<file path="config.mk">
export PLATFORM = sky130hd
export DESIGN_NAME = backlight_dimming_config_regs
export DESIGN_NICKNAME = d
export VERILOG_FILES = /design/src/verilog/backlight_cfg_pkg.sv /design/src/verilog/backlight_dimming_config_regs.sv
export SDC_FILE = /design/constraint.sdc
export NUM_CORES = 1
export LEC_CHECK = 0
export BUFFER_PORTS_ARGS = -buffer_cell sky130_fd_sc_hd__buf_2
export CAP_MARGIN = 0
export CELL_PAD_IN_SITES_DETAIL_PLACEMENT = 0
export CELL_PAD_IN_SITES_GLOBAL_PLACEMENT = 2
export CORE_ASPECT_RATIO = 1.1
export CORE_MARGIN = 3
export CORE_UTILIZATION = 23
export CTS_BUF_LIST = sky130_fd_sc_hd__clkbuf_2
export CTS_CLUSTER_DIAMETER = 120
export DETAILED_ROUTE_END_ITERATION = 12
export PLACE_DENSITY = 0.58
export SLEW_MARGIN = 20
export SYNTH_ARGS = -nofsm -noshare
export SYNTH_HDL_FRONTEND = slang
export SYNTH_SLANG_ARGS = --single-unit
export TNS_END_PERCENT = 20
</file>
<file path="constraint.sdc">
create_clock -name clock_i -period 3.5 [get_ports clock_i]
set_input_delay 0.35 -clock clock_i [delete_from_list [all_inputs] [get_ports clock_i]]
set_output_delay 0.35 -clock clock_i [all_outputs]
set_load 0.01 [all_outputs]
</file>
<file path="src/verilog/backlight_cfg_pkg.sv">
// Constants and field layouts for the backlight dimming configuration register bank.
// Assumes a single 200 MHz core clock and a two-wire serial host bus.
package backlight_cfg_pkg;

    // -------------------------------------------------------------------
    // Register offsets and reset values
    // -------------------------------------------------------------------
    localparam logic [7:0] OFS_BRIGHTNESS_LEVEL = 8'h00;
    localparam logic [7:0] OFS_SINK_CURRENT = 8'h02;
    localparam logic [7:0] OFS_DIM_SPREAD_CFG = 8'h04;
    localparam logic [7:0] OFS_STEP = 8'h02;
    localparam logic [15:0] RST_BRIGHTNESS_LEVEL = 16'h0000;
    localparam logic [15:0] RST_SINK_CURRENT = 16'h0fff;
    localparam logic [15:0] RST_DIM_SPREAD_CFG = 16'h08a3;
    localparam int SINK_CODE_W = 12;

    // -------------------------------------------------------------------
    // Field codes
    // -------------------------------------------------------------------
    localparam logic [1:0] SRC_PWM_INPUT = 2'h0;
    localparam logic [1:0] SRC_REGISTER = 2'h2;
    localparam logic [2:0] RAMP_OFF = 3'h0;
    localparam logic [2:0] DITHER_MAX = 3'h4;
    localparam int RAMP_MS_W = 10;

    // Linear ramp times in ms, indexed by ramp_duration_select.
    localparam logic [RAMP_MS_W-1:0] RAMP_MS [8] = '{
        10'h000, 10'h001, 10'h002, 10'h032, 10'h064, 10'h0c8, 10'h12c, 10'h1f4};

    // Layout of the dimming_and_spread_config word, bit 15 first.
    typedef struct packed {
        logic reserved_hi;
        logic random_spread_enable;
        logic [1:0] spread_modulation_rate;
        logic [1:0] spread_width;
        logic [1:0] brightness_source_select;
        logic [2:0] ramp_duration_select;
        logic [2:0] extra_resolution_bits;
        logic smooth_ramp_enable;
        logic reserved_lo;
    } dim_cfg_t;

    // Serial protocol phases.
    typedef enum logic [2:0] {
        ST_IDLE = 3'b000,
        ST_DEV = 3'b001,
        ST_REG = 3'b010,
        ST_WR = 3'b011,
        ST_RD = 3'b100
    } ser_state_t;

    localparam logic [3:0] BIT_LAST = 4'h7;
    localparam logic [3:0] BIT_ACK = 4'h8;
    // Bit counter value between a start condition and the clock fall that closes it.
    localparam logic [3:0] BIT_ARMED = 4'hf;

endpackage : backlight_cfg_pkg

</file>
<file path="src/verilog/backlight_dimming_config_regs.sv">
// Brightness, sink-current and dimming/spread configuration registers behind a two-wire
// serial slave. Assumes the bus pins are open drain, resolved outside this module.
`timescale 1ns/100ps
`default_nettype none

module backlight_dimming_config_regs
    import backlight_cfg_pkg::*;
#(
    // Arbitrary bus address; the value carries no meaning.
    parameter logic [6:0] DEVICE_ADDR = 7'h2a
) (
    input wire logic clock_i,
    input wire logic reset_n_i,
    input wire logic scl_i,
    input wire logic sda_i,
    output logic sda_o,
    output logic sda_oe_o,
    input wire logic config_write_allow_i,
    output logic [15:0] brightness_level_o,
    output logic [1:0] brightness_source_o,
    output logic [SINK_CODE_W-1:0] sink_current_code_o,
    output logic [1:0] spread_modulation_rate_o,
    output logic [1:0] spread_width_o,
    output logic random_spread_enable_o,
    output logic [RAMP_MS_W-1:0] ramp_time_ms_o,
    output logic smooth_ramp_o,
    output logic ramp_bypass_o,
    output logic [2:0] extra_resolution_bits_o
);

    // -------------------------------------------------------------------
    // Pin synchronisers and edge detection
    // -------------------------------------------------------------------
    logic [1:0] scl_sync_r, sda_sync_r;
    logic scl_d_r, sda_d_r;

    always_ff @(posedge clock_i or negedge reset_n_i) begin
        if (!reset_n_i) begin
            scl_sync_r <= 2'h3;
            sda_sync_r <= 2'h3;
            scl_d_r <= 1'b1;
            sda_d_r <= 1'b1;
        end else begin
            scl_sync_r <= {scl_sync_r[0], scl_i};
            sda_sync_r <= {sda_sync_r[0], sda_i};
            scl_d_r <= scl_sync_r[1];
            sda_d_r <= sda_sync_r[1];
        end
    end

    logic scl_s, sda_s, scl_rise, scl_fall, start_det, stop_det;
    assign scl_s = scl_sync_r[1];
    assign sda_s = sda_sync_r[1];
    assign scl_rise = scl_s && !scl_d_r;
    assign scl_fall = !scl_s && scl_d_r;
    assign start_det = scl_s && scl_d_r && sda_d_r && !sda_s;
    assign stop_det = scl_s && scl_d_r && !sda_d_r && sda_s;

    // -------------------------------------------------------------------
    // Serial slave and register bank
    // -------------------------------------------------------------------
    ser_state_t state_r, state_nxt;
    logic [3:0] cnt_r, cnt_nxt;
    logic [7:0] shreg_r, shreg_nxt;
    logic [7:0] ptr_r, ptr_nxt;
    logic [7:0] hi_r, hi_nxt;
    logic byte_sel_r, byte_sel_nxt;
    logic nack_r, nack_nxt;
    logic is_read_r, is_read_nxt;
    logic match_r, match_nxt;
    logic oe_r, oe_nxt;
    logic [15:0] bright_r, bright_nxt;
    logic [15:0] curr_r, curr_nxt;
    dim_cfg_t cfg_r, cfg_nxt;
    logic [1:0] src_r, src_nxt;
    logic [15:0] rd_word;

    always_comb begin
        if (ptr_r == OFS_BRIGHTNESS_LEVEL) begin
            rd_word = bright_r;
        end else if (ptr_r == OFS_SINK_CURRENT) begin
            rd_word = curr_r;
        end else if (ptr_r == OFS_DIM_SPREAD_CFG) begin
            rd_word = cfg_r;
        end else begin
            rd_word = 16'h0000;
        end
    end

    always_comb begin
        state_nxt = state_r;
        cnt_nxt = cnt_r;
        shreg_nxt = shreg_r;
        ptr_nxt = ptr_r;
        hi_nxt = hi_r;
        byte_sel_nxt = byte_sel_r;
        nack_nxt = nack_r;
        is_read_nxt = is_read_r;
        match_nxt = match_r;
        oe_nxt = oe_r;
        bright_nxt = bright_r;
        curr_nxt = curr_r;
        cfg_nxt = cfg_r;
        src_nxt = src_r;
        if (start_det) begin
            state_nxt = ST_DEV;
            cnt_nxt = BIT_ARMED;
            oe_nxt = 1'b0;
        end else if (stop_det) begin
            state_nxt = ST_IDLE;
            oe_nxt = 1'b0;
        end else if (state_r != ST_IDLE && scl_rise) begin
            if (cnt_r == BIT_ACK) begin
                nack_nxt = sda_s;
            end else if (state_r != ST_RD) begin
                shreg_nxt = {shreg_r[6:0], sda_s};
            end
        end else if (state_r != ST_IDLE && scl_fall) begin
            if (cnt_r == BIT_ARMED) begin
                // The clock fall that closes a start condition carries no bit.
                cnt_nxt = 4'h0;
            end else if (cnt_r < BIT_LAST) begin
                cnt_nxt = cnt_r + 4'h1;
                if (state_r == ST_RD) begin
                    shreg_nxt = {shreg_r[6:0], 1'b0};
                    oe_nxt = !shreg_r[6];
                end
            end else if (cnt_r == BIT_LAST) begin
                cnt_nxt = BIT_ACK;
                if (state_r == ST_DEV) begin
                    match_nxt = shreg_r[7:1] == DEVICE_ADDR;
                    is_read_nxt = shreg_r[0];
                    oe_nxt = shreg_r[7:1] == DEVICE_ADDR;
                end else begin
                    oe_nxt = state_r != ST_RD;
                end
            end else begin
                cnt_nxt = 4'h0;
                oe_nxt = 1'b0;
                case (state_r)
                    ST_DEV: begin
                        byte_sel_nxt = 1'b0;
                        if (!match_r) begin
                            state_nxt = ST_IDLE;
                        end else if (is_read_r) begin
                            state_nxt = ST_RD;
                            shreg_nxt = rd_word[15:8];
                            oe_nxt = !rd_word[15];
                        end else begin
                            state_nxt = ST_REG;
                        end
                    end
                    ST_REG: begin
                        ptr_nxt = shreg_r;
                        state_nxt = ST_WR;
                    end
                    ST_WR: begin
                        byte_sel_nxt = !byte_sel_r;
                        hi_nxt = shreg_r;
                        if (byte_sel_r) begin
                            ptr_nxt = ptr_r + OFS_STEP;
                            // Writes outside the allowed window are dropped; the pointer still advances.
                            if (config_write_allow_i) begin
                                if (ptr_r == OFS_BRIGHTNESS_LEVEL) begin
                                    bright_nxt = {hi_r, shreg_r};
                                end else if (ptr_r == OFS_SINK_CURRENT) begin
                                    curr_nxt = {hi_r, shreg_r};
                                end else if (ptr_r == OFS_DIM_SPREAD_CFG) begin
                                    cfg_nxt = dim_cfg_t'({hi_r, shreg_r});
                                end
                            end
                        end
                    end
                    ST_RD: begin
                        if (nack_r) begin
                            state_nxt = ST_IDLE;
                        end else begin
                            byte_sel_nxt = !byte_sel_r;
                            if (byte_sel_r) begin
                                shreg_nxt = rd_word[15:8];
                                oe_nxt = !rd_word[15];
                            end else begin
                                // Advancing here lets the next high byte come from the next word.
                                ptr_nxt = ptr_r + OFS_STEP;
                                shreg_nxt = rd_word[7:0];
                                oe_nxt = !rd_word[7];
                            end
                        end
                    end
                    default: state_nxt = ST_IDLE;
                endcase
            end
        end
        // Reserved codes stay stored while the last valid source keeps steering.
        if (cfg_r.brightness_source_select == SRC_PWM_INPUT ||
            cfg_r.brightness_source_select == SRC_REGISTER) begin
            src_nxt = cfg_r.brightness_source_select;
        end
    end

    always_ff @(posedge clock_i or negedge reset_n_i) begin
        if (!reset_n_i) begin
            state_r <= ST_IDLE;
            cnt_r <= 4'h0;
            shreg_r <= 8'h00;
            ptr_r <= 8'h00;
            hi_r <= 8'h00;
            byte_sel_r <= 1'b0;
            nack_r <= 1'b0;
            is_read_r <= 1'b0;
            match_r <= 1'b0;
            oe_r <= 1'b0;
            bright_r <= RST_BRIGHTNESS_LEVEL;
            curr_r <= RST_SINK_CURRENT;
            cfg_r <= dim_cfg_t'(RST_DIM_SPREAD_CFG);
            src_r <= SRC_PWM_INPUT;
        end else begin
            state_r <= state_nxt;
            cnt_r <= cnt_nxt;
            shreg_r <= shreg_nxt;
            ptr_r <= ptr_nxt;
            hi_r <= hi_nxt;
            byte_sel_r <= byte_sel_nxt;
            nack_r <= nack_nxt;
            is_read_r <= is_read_nxt;
            match_r <= match_nxt;
            oe_r <= oe_nxt;
            bright_r <= bright_nxt;
            curr_r <= curr_nxt;
            cfg_r <= cfg_nxt;
            src_r <= src_nxt;
        end
    end

    // -------------------------------------------------------------------
    // Registered configuration outputs
    // -------------------------------------------------------------------
    logic [RAMP_MS_W-1:0] ramp_lin, ramp_nxt;
    always_comb begin
        ramp_lin = RAMP_MS[cfg_r.ramp_duration_select];
        // Smooth ramps run half again as long as the linear figure.
        ramp_nxt = cfg_r.smooth_ramp_enable ? ramp_lin + (ramp_lin >> 1) : ramp_lin;
    end

    always_ff @(posedge clock_i or negedge reset_n_i) begin
        if (!reset_n_i) begin
            sda_o <= 1'b0;
            sda_oe_o <= 1'b0;
            brightness_level_o <= RST_BRIGHTNESS_LEVEL;
            brightness_source_o <= SRC_PWM_INPUT;
            sink_current_code_o <= RST_SINK_CURRENT[SINK_CODE_W-1:0];
            spread_modulation_rate_o <= 2'h0;
            spread_width_o <= 2'h2;
            random_spread_enable_o <= 1'b0;
            ramp_time_ms_o <= 10'h12c;
            smooth_ramp_o <= 1'b1;
            ramp_bypass_o <= 1'b0;
            extra_resolution_bits_o <= 3'h0;
        end else begin
            sda_o <= 1'b0;
            sda_oe_o <= oe_r;
            brightness_level_o <= bright_r;
            brightness_source_o <= src_r;
            sink_current_code_o <= curr_r[SINK_CODE_W-1:0];
            spread_modulation_rate_o <= cfg_r.spread_modulation_rate;
            spread_width_o <= cfg_r.spread_width;
            random_spread_enable_o <= cfg_r.random_spread_enable;
            ramp_time_ms_o <= ramp_nxt;
            smooth_ramp_o <= cfg_r.smooth_ramp_enable;
            ramp_bypass_o <= cfg_r.ramp_duration_select == RAMP_OFF;
            extra_resolution_bits_o <= (cfg_r.extra_resolution_bits > DITHER_MAX) ?
                DITHER_MAX : cfg_r.extra_resolution_bits;
        end
    end
endmodule : backlight_dimming_config_regs

`default_nettype wire
</file>
==> results of run 1 <==
==> per-layer routing <==
layer / GRT usage / up-vias / share of wire
met5: 0 / - / 0
met4: 0.03062 / 0 / 0.0059
met3: 0.02418 / 10 / 0.029
met2: 0.1874 / 65 / 0.52
met1: 0.1339 / 2175 / 0.45
li1: - / 1998 / -
==> how the worst min path moves through the flow <==
stage	cells after the start	start	slack, ns	to
finish	2	scl_i	0.25	scl_sync_r[0]
global route	2	scl_i	0.14	scl_sync_r[0]
CTS	2	scl_i	0.13	scl_sync_r[0]
detailed placement	0	sda_sync_r[0]	0.35	sda_sync_r[1]
global placement	0	sda_sync_r[0]	0.35	sda_sync_r[1]
floorplan	0	reset_n_i	0.05	bright_r[0]
==> layout make-up <==
type                            instances  area [um2]
Clock inverter                         14       131.4
Tap cell                              357       446.7
Inverter                               18       67.56
Clock buffer                           18       90.09
Multi-Input combinational cell        332        2599
Fill cell                            2883       19870
Timing Repair Buffer                   72       439.2
Antenna cell                            2       5.005
Sequential cell                       143        3630
==> stage by stage <==
stage | hold WS (ns) | utilization | cell area, um2
5_1_grt | 0.1424 | 0.2716 | 7408
3_5_place_dp | 0.3507 | 0.2609 | 7114
2_1_floorplan | 0.05441 | - | 6431
3_3_place_gp | 0.3478 | 0.2609 | 7114
4_1_cts | 0.1341 | 0.2701 | 7366
6_report | 0.2492 | 0.2716 | 7408
==> what timing repair did <==
item,CTS,global route
setup buffers,0,0
hold endpoints to repair,82,3
hold buffers,3,1
==> cells by family after synthesis <==
| logic type | Yosys count | synth area share |
|---|---|---|
| adder cells (fa/ha/maj) | 17 | 0.03307 |
| AND/OR/NAND/NOR | 110 | 0.09572 |
| AO/OA/AOI/OAI | 109 | 0.1091 |
| other | 1 | 0.0005831 |
| flip-flops | 143 | 0.5644 |
| buffers and inverters | 45 | 0.03152 |
| multiplexers | 88 | 0.1560 |
| XOR/XNOR | 7 | 0.009533 |
==> state kept, by name, indices dropped and copies added, names as in the netlist, 3 cells and up <==
| register | count |
|---|---|
| state_r | 3 |
| ptr_r | 8 |
| extra_resolution_bits_o | 3 |
| bright_r | 16 |
| cfg_r | 16 |
| shreg_r | 8 |
| sink_current_code_o | 12 |
| hi_r | 8 |
| brightness_level_o | 16 |
| ramp_time_ms_o | 10 |
| curr_r | 16 |
| cnt_r | 4 |
==> synthesized netlist by cell type, types with 11 or more instances <==
cell type	instances	area share
nor2b_1	11	0.011
mux2i_1	20	0.031
mux2_2	57	0.10
clkbuf_1	19	0.011
a21oi_1	31	0.024
inv_1	18	0.011
nor3_1	12	0.0093
o21ai_0	26	0.020
dfstp_2	41	0.17
nor2_1	17	0.0099
dfrtp_1	102	0.40
ha_1	17	0.033
nand2_1	24	0.014
==> power breakdown <==
group	switching (mW)	internal [mW]
Sequential	0.0563	1.69
Combinational	0.122	0.0732
Clock	0.655	0.273
Total	0.833	2.03
==> flow_metrics.tcl, run 1 <==
set metrics [dict create \
    numCtsBuffers 17 \
    run_status "finished, final reports clean" \
    setup_viol 0 \
    cp.buffers_inverters 0 \
    synth_edf_count 0 \
    cp_cell_sequence "and2b_1, nand4_1, or3_4, or3_1, mux2_2" \
    drt_wl_total_mm 15.52 \
    pre_cts_ws_ns 0.6667 \
    syn_area_um2 6431 \
    critPathKind "reg2reg" \
    ys_seq_elements 143 \
    grt_max_degree 108 \
    syn_area_per_cell_um2 12.37 \
    drcViolationCount 0 \
    crit_arrival_ns 3.46 \
    cts.sinks 143 \
    htreeDepth 4 \
    cts_resized 0 \
    power.total_mw 2.867 \
    cap_violations 0 \
    crit_start "state_r[0]" \
    hpwl_mm 10.66 \
    powerDensity_nw_per_um2 386.9 \
    hp-class "in2reg" \
    via_count 4248 \
    crit_required_ns 4.08 \
    drtPass1Iterations 4 \
    ys_types 67 \
    synthToLayoutAreaGrowth_pct 15.19 \
    initial_core_util 0.2358 \
    grt_pass1_vias 4435 \
    crit_path_start_kind "register" \
    grt-ovfl-total 0 \
    crit_path_max_fanout 16 \
    place.gp.congestion 0.7560 \
    finalCritPeriodShare 0.8222 \
    rr_worst_depth 5 \
    crit_family "simple AND/OR/NAND/NOR gates" \
    reg2reg_slack_ns 0.62 \
    synth_warnings 0 \
    cts-root-buf "clkbuf_2" \
    worstMarginPinSlew_ns 1.090 \
    rsz0062_at_grt "false" \
    num_rows 63 \
    mostFrequentLayoutCell "dfrtp_1" \
    setup_tns_ns 0 \
    worst_slack_ns 0.6222 \
    r2r-end "bright_r[1]" \
    fmax_mhz 347.5 \
    dp_cells 917 \
    coreArea_um2 27270 \
    drtAntennaViolNets 0 \
    cp-end-kind "register" \
    cp.depth 5 \
    cts_tree "done" \
    drv_slew 0 \
    grt_antenna_before_repair 1 \
    final_nets 606 \
    slowest_stage "or3_1" \
    netlist_instances 520 \
    io_pins 57 \
    synth-main-ff-cell "dfrtp_1" \
    insertion_delay_ns 0.70 \
    die_x_um 165.4 \
    grt_use_total 0.1080 \
    critPathCapture "bright_r[1]" \
    synthArstFlopShare 1.000 \
    hold_viol 0 \
    die-area_um2 30010 \
    grt_pass1_wl_mm 25.28 \
    leakagePower_nw 3.478 \
    clk_pin_slew_ns 0.24 \
    fp.dieH_um 181.4 \
    final_cell_mix "dfrtp_1 (102), mux2_2 (57), buf_2 (54)" \
    slew-limit-headroom 0.2733 \
    finalClockSkew_ns 0.04287 \
    drive_gt1_frac 0.3702 \
    cpPeakStageDelay_ns 0.77 \
    clockBufferDepth 2 \
    fin_cells 956 \
    first_iter_violations 234 \
    seq_area_frac_synth 0.5644 \
    synth_nets 542 \
    period_needed_ns 2.878 \
    reg2reg_from "state_r[0]" \
    peakVddDrop_mv 0.1256 \
    wl_per_cell_um 16.23 \
    io_buffers 55 \
    viasPerCell 4.444 \
]
Note: power is estimated with default switching activity, not from simulation.
==> run 2, diff against run 1 <==
--- a/config.mk
+++ b/config.mk
@@ -15,7 +15,7 @@
 export CTS_BUF_LIST = sky130_fd_sc_hd__clkbuf_2
 export CTS_CLUSTER_DIAMETER = 120
 export DETAILED_ROUTE_END_ITERATION = 12
-export PLACE_DENSITY = 0.58
+export PLACE_DENSITY = 0.59
 export SLEW_MARGIN = 20
 export SYNTH_ARGS = -nofsm -noshare
 export SYNTH_HDL_FRONTEND = slang
==> constraint.sdc (replaced) <==
create_clock -name clock_i -period 2.6 [get_ports clock_i]
set_input_delay 0.26 -clock clock_i [delete_from_list [all_inputs] [get_ports clock_i]]
set_output_delay 0.26 -clock clock_i [all_outputs]
set_load 0.01 [all_outputs]
==> flow_metrics.tcl, run 2 (synthesized netlist as in run 1, its figures left out) <==
set metrics [dict create \
    run_status "finished, final reports clean" \
    period_needed_ns 2.532 \
    io_buffers 55 \
    initial_core_util 0.2358 \
    cts.sinks 143 \
    crit_path_max_fanout 7 \
    pre_cts_ws_ns 0.07585 \
    hold_viol 0 \
    setup_viol 0 \
    crit_arrival_ns 3.18 \
    drtAntennaViolNets 0 \
    grt_max_degree 62 \
    drcViolationCount 0 \
    insertion_delay_ns 0.71 \
    post-route-util 0.2794 \
    numCtsBuffers 17 \
    cap_violations 0 \
    grt_antenna_before_repair 1 \
    drv_slew 0 \
    viasPerCell 4.363 \
    cpPeakStageDelay_ns 0.64 \
    wl_per_cell_um 16.05 \
    powerDensity_nw_per_um2 537.3 \
    fp.dieH_um 181.4 \
    io_pins 57 \
    grt_pass1_wl_mm 25.62 \
    slew-limit-headroom 0.6091 \
    htreeDepth 4 \
    grt_use_total 0.1092 \
    grt_pass1_vias 4568 \
    critPathKind "reg2reg" \
    hp-class "in2async" \
    hpwl_mm 11.17 \
    finalClockSkew_ns 0.04931 \
    fmax_mhz 394.9 \
    peakVddDrop_mv 0.1918 \
    crit_required_ns 3.24 \
    cp-end-kind "register" \
    final_nets 625 \
    power.total_mw 4.094 \
    mostFrequentLayoutCell "dfrtp_1" \
    die-area_um2 30010 \
    register_area_um2 3630 \
    worstMarginPinSlew_ns 0.5864 \
    drtPass1Iterations 4 \
    crit_family "compound AO/OA/AOI/OAI gates" \
    finalCritPeriodShare 0.9740 \
    final_cell_mix "dfrtp_1 (102), mux2_2 (57), buf_2 (54)" \
    grt-ovfl-total 0 \
    hold_ws_ns 0.06033 \
    first_iter_violations 217 \
    cts_tree "done" \
    fillCellCount 2896 \
    worst_slack_ns 0.06757 \
    num_rows 63 \
    clk_pin_slew_ns 0.24 \
    rsz0062_at_grt "true" \
    synthToLayoutAreaGrowth_pct 18.48 \
    die_x_um 165.4 \
    clockBufferDepth 2 \
    cts-root-buf "clkbuf_2" \
    coreArea_um2 27270 \
    cp.buffers_inverters 1 \
    cp_cell_sequence "inv_1, ha_1, and2_1, ha_1, a21o_1, a31oi_1, a2111oi_1, o21ai_0, xnor2_1" \
    slowest_stage "dfstp_2" \
    place.gp.congestion 0.8065 \
    path_common_cell "ha_1" \
    drt_wl_total_mm 15.65 \
    leakagePower_nw 3.592 \
    crit_path_start_kind "register" \
    via_count 4254 \
    drive_gt1_frac 0.3929 \
    multiInputGateArea_um2 2605 \
]
-- run 2: cell types whose count changed in the layout (fill, tap and decap cells not counted), sizes merged --
| cell | change |
|---|---|
| bufinv | +2 |
| buf | +20 |
| inv | -1 |
| clkinv | +1 |
| clkinvlp | -1 |
| clkbuf | -1 |
| dlygate4sd3 | -1 |
-- run 2: final cells by class --
type,count,area share
timing repair buffer,91,0.07833
sequential,143,0.4764
clock buffer,17,0.01117
clock inverter,15,0.02414
tap,357,0.05862
antenna,2,0.0006568
inverter,18,0.008867
multi-input combinational,332,0.3419
-- run 2: power breakdown --
group          internal (mW)  switching [mW]
logic                  0.124           0.178
registers               2.27          0.0764
clock network          0.554           0.890
total                   2.95            1.14
-- run 2: repair_timing --
item	4_1_cts	5_1_grt
gates resized for setup	0	2
endpoints found under the setup margin	0	8
setup buffers	0	1
hold buffers	3	0
endpoints found under the hold margin	125	0
-- run 2: metal layers --
metal	vias up	wire length, um	global-route usage
met5	-	0	0
met4	0	158	0.02795
met3	11	479	0.02783
met2	58	7925	0.1869
met1	2136	7088	0.1368
li1	2049	-	-
-- run 2: worst paths after layout --
path	to	slack, ns	start	cells after the start
max	ramp_time_ms_o[8]	0.07	cfg_r[5]	9
min	ptr_r[2]	0.06	reset_n_i	2
max reg2reg	ramp_time_ms_o[8]	0.07	cfg_r[5]	9
min reg2reg	scl_sync_r[1]	0.37	scl_sync_r[0]	0
max in group asynchronous	sink_current_code_o[2]	1.76	reset_n_i	3
min in group clock_i	scl_sync_r[0]	0.16	scl_i	2
-- run 2: metrics by stage --
| step | TNS [ns] | area, um2 | cells |
|---|---|---|---|
| after floorplan | 0 | 6431 | 520 |
| after global placement | 0 | 7302 | 937 |
| after detailed placement | 0 | 7302 | 937 |
| after CTS | 0 | 7601 | 972 |
| after global routing | -0.08397 | 7620 | 975 |
| final | 0 | 7620 | 975 |
-- run 2: worst reg2reg max path: cells and delay by family, from the launching register on --
kind | cells | cell delay (ns)
flops | 1 | 0.64
simple gates | 1 | 0.19
compound gates | 4 | 0.76
xor+xnor | 1 | 0.17
buf+inv | 1 | 0.08
fa+ha+maj | 2 | 0.64
==> run 3, diff against run 2 <==
--- a/config.mk
+++ b/config.mk
@@ -11,11 +11,11 @@
 export CELL_PAD_IN_SITES_GLOBAL_PLACEMENT = 2
 export CORE_ASPECT_RATIO = 1.1
 export CORE_MARGIN = 3
-export CORE_UTILIZATION = 23
+export CORE_UTILIZATION = 38
 export CTS_BUF_LIST = sky130_fd_sc_hd__clkbuf_2
 export CTS_CLUSTER_DIAMETER = 120
 export DETAILED_ROUTE_END_ITERATION = 12
-export PLACE_DENSITY = 0.59
+export PLACE_DENSITY = 0.86
 export SLEW_MARGIN = 20
 export SYNTH_ARGS = -nofsm -noshare
 export SYNTH_HDL_FRONTEND = slang
==> flow_metrics.tcl, run 3 (synthesized netlist as in run 1, its figures left out) <==
set metrics [dict create \
    grt_use_total 0.1603 \
    viasPerCell 5.159 \
    cts.sinks 143 \
    die-area_um2 18520 \
    num_rows 49 \
    powerDensity_nw_per_um2 561.0 \
    cts-root-buf "clkbuf_2" \
    cp_cell_sequence "buf_4, mux2_2, ha_1, and2_1, a31o_2, o31ai_4, xnor2_1, a21oi_1" \
    fin_cells 818 \
    insertion_delay_ns 0.70 \
    fp.dieH_um 142.4 \
    drtAntennaViolNets 0 \
    power.total_mw 4.175 \
    htreeDepth 4 \
    drv_slew 0 \
    via_count 4220 \
    fmax_mhz 403.3 \
    critPathKind "reg2reg" \
    grt_max_degree 76 \
    worstMarginPinSlew_ns 0.6781 \
    cts_tree "done" \
    finalCritPeriodShare 0.9536 \
    crit_arrival_ns 3.05 \
    cp-end-kind "register" \
    cpPeakStageDelay_ns 0.61 \
    crit_path_max_fanout 5 \
    grt_pass1_wl_mm 23.09 \
    crit_required_ns 3.17 \
    die_x_um 130.0 \
    synthToLayoutAreaGrowth_pct 15.72 \
    crit_path_start_kind "register" \
    grt_pass1_vias 4482 \
    period_needed_ns 2.479 \
    leakagePower_nw 3.584 \
    finalClockSkew_ns 0.02631 \
    cap_violations 0 \
    hpwl_mm 9.690 \
    final_nets 622 \
    run_status "finished, final reports clean" \
    initial_core_util 0.3900 \
    mostFrequentLayoutCell "dfrtp_1" \
    drtPass1Iterations 4 \
    setup_tns_ns 0 \
    slowest_stage "dfstp_2" \
    grt_antenna_before_repair 1 \
    numCtsBuffers 17 \
    drt_wl_total_mm 13.85 \
    wl_per_cell_um 16.93 \
    drcViolationCount 0 \
    clk_pin_slew_ns 0.21 \
    grt-ovfl-total 0 \
    dp_cells 780 \
    clockBufferDepth 2 \
    peakVddDrop_mv 0.2849 \
    hold_viol 0 \
    hp-class "in2async" \
    setup_viol 0 \
    final_cell_mix "dfrtp_1 (102), mux2_2 (57), buf_2 (54)" \
    hold_ws_ns 0.1001 \
    first_iter_violations 186 \
    io_pins 57 \
    slew-limit-headroom 0.5479 \
    coreArea_um2 16490 \
    place.gp.congestion 0.8557 \
    io_buffers 55 \
    drive_gt1_frac 0.3948 \
]
run 3: area by class of cell:
cell class,instances,area [um2]
Clock inverter,14,214.0
Fill cell,1516,9050
Timing Repair Buffer,88,549.3
Multi-Input combinational cell,332,2634
Antenna cell,1,2.502
Inverter,18,67.56
Sequential cell,143,3630
Tap cell,204,255.2
Clock buffer,18,90.09
run 3: path summary, 6_finish.rpt:
check | endpoint | slack [ns] | cells after the start | start
min in group clock_i | sda_sync_r[0] | 0.17 | 2 | sda_i
max in group asynchronous | ramp_time_ms_o[2] | 1.67 | 3 | reset_n_i
worst min register to register | scl_sync_r[1] | 0.37 | 0 | scl_sync_r[0]
worst min-delay path | brightness_level_o[12] | 0.10 | 2 | reset_n_i
worst max register to register | ramp_time_ms_o[7] | 0.12 | 8 | cfg_r[5]
worst max-delay path | ramp_time_ms_o[7] | 0.12 | 8 | cfg_r[5]
run 3: stage by stage:
stage | worst slack (ns) | util | cell area [um2]
3_5_place_dp | 0.07126 | 0.4278 | 7056
4_1_cts | -0.01233 | 0.4484 | 7395
2_1_floorplan | 0.1813 | - | 6431
6_report | 0.1207 | 0.4513 | 7442
5_1_grt | -0.006301 | 0.4513 | 7442
3_3_place_gp | 0.1243 | 0.4278 | 7056
run 3: power by group:
group	internal, mW	leakage, nW	switching, mW
clock	0.735	0.172	0.800
sequential	2.27	1.83	0.0763
combinational	0.123	1.58	0.170
total	3.13	3.58	1.05
run 3: critical path, delay by kind of cell (launching register included):
| kind | cells | cell delay (ns) |
|---|---|---|
| compound gates | 3 | 0.56 |
| mux | 1 | 0.37 |
| xor+xnor | 1 | 0.15 |
| buf+inv | 1 | 0.12 |
| fa+ha+maj | 1 | 0.36 |
| simple gates | 1 | 0.18 |
| flops | 1 | 0.61 |
run 3: per-layer routing:
| metal | vias to the layer above | part of all wire | global-route usage |
|---|---|---|---|
| met2 | 86 | 0.51 | 0.2731 |
| met3 | 12 | 0.031 | 0.03866 |
| li1 | 2027 | - | - |
| met4 | 0 | 0.012 | 0.06018 |
| met1 | 2095 | 0.44 | 0.1964 |
| met5 | - | 0 | 0 |
run 3: timing repair:
item,CTS,global route
endpoints found under the hold margin,99,0
gates resized for setup,1,6
hold buffers,3,0
gates cloned,0,0
setup buffers,0,2
pin swaps,0,1
setup endpoints to repair,3,3
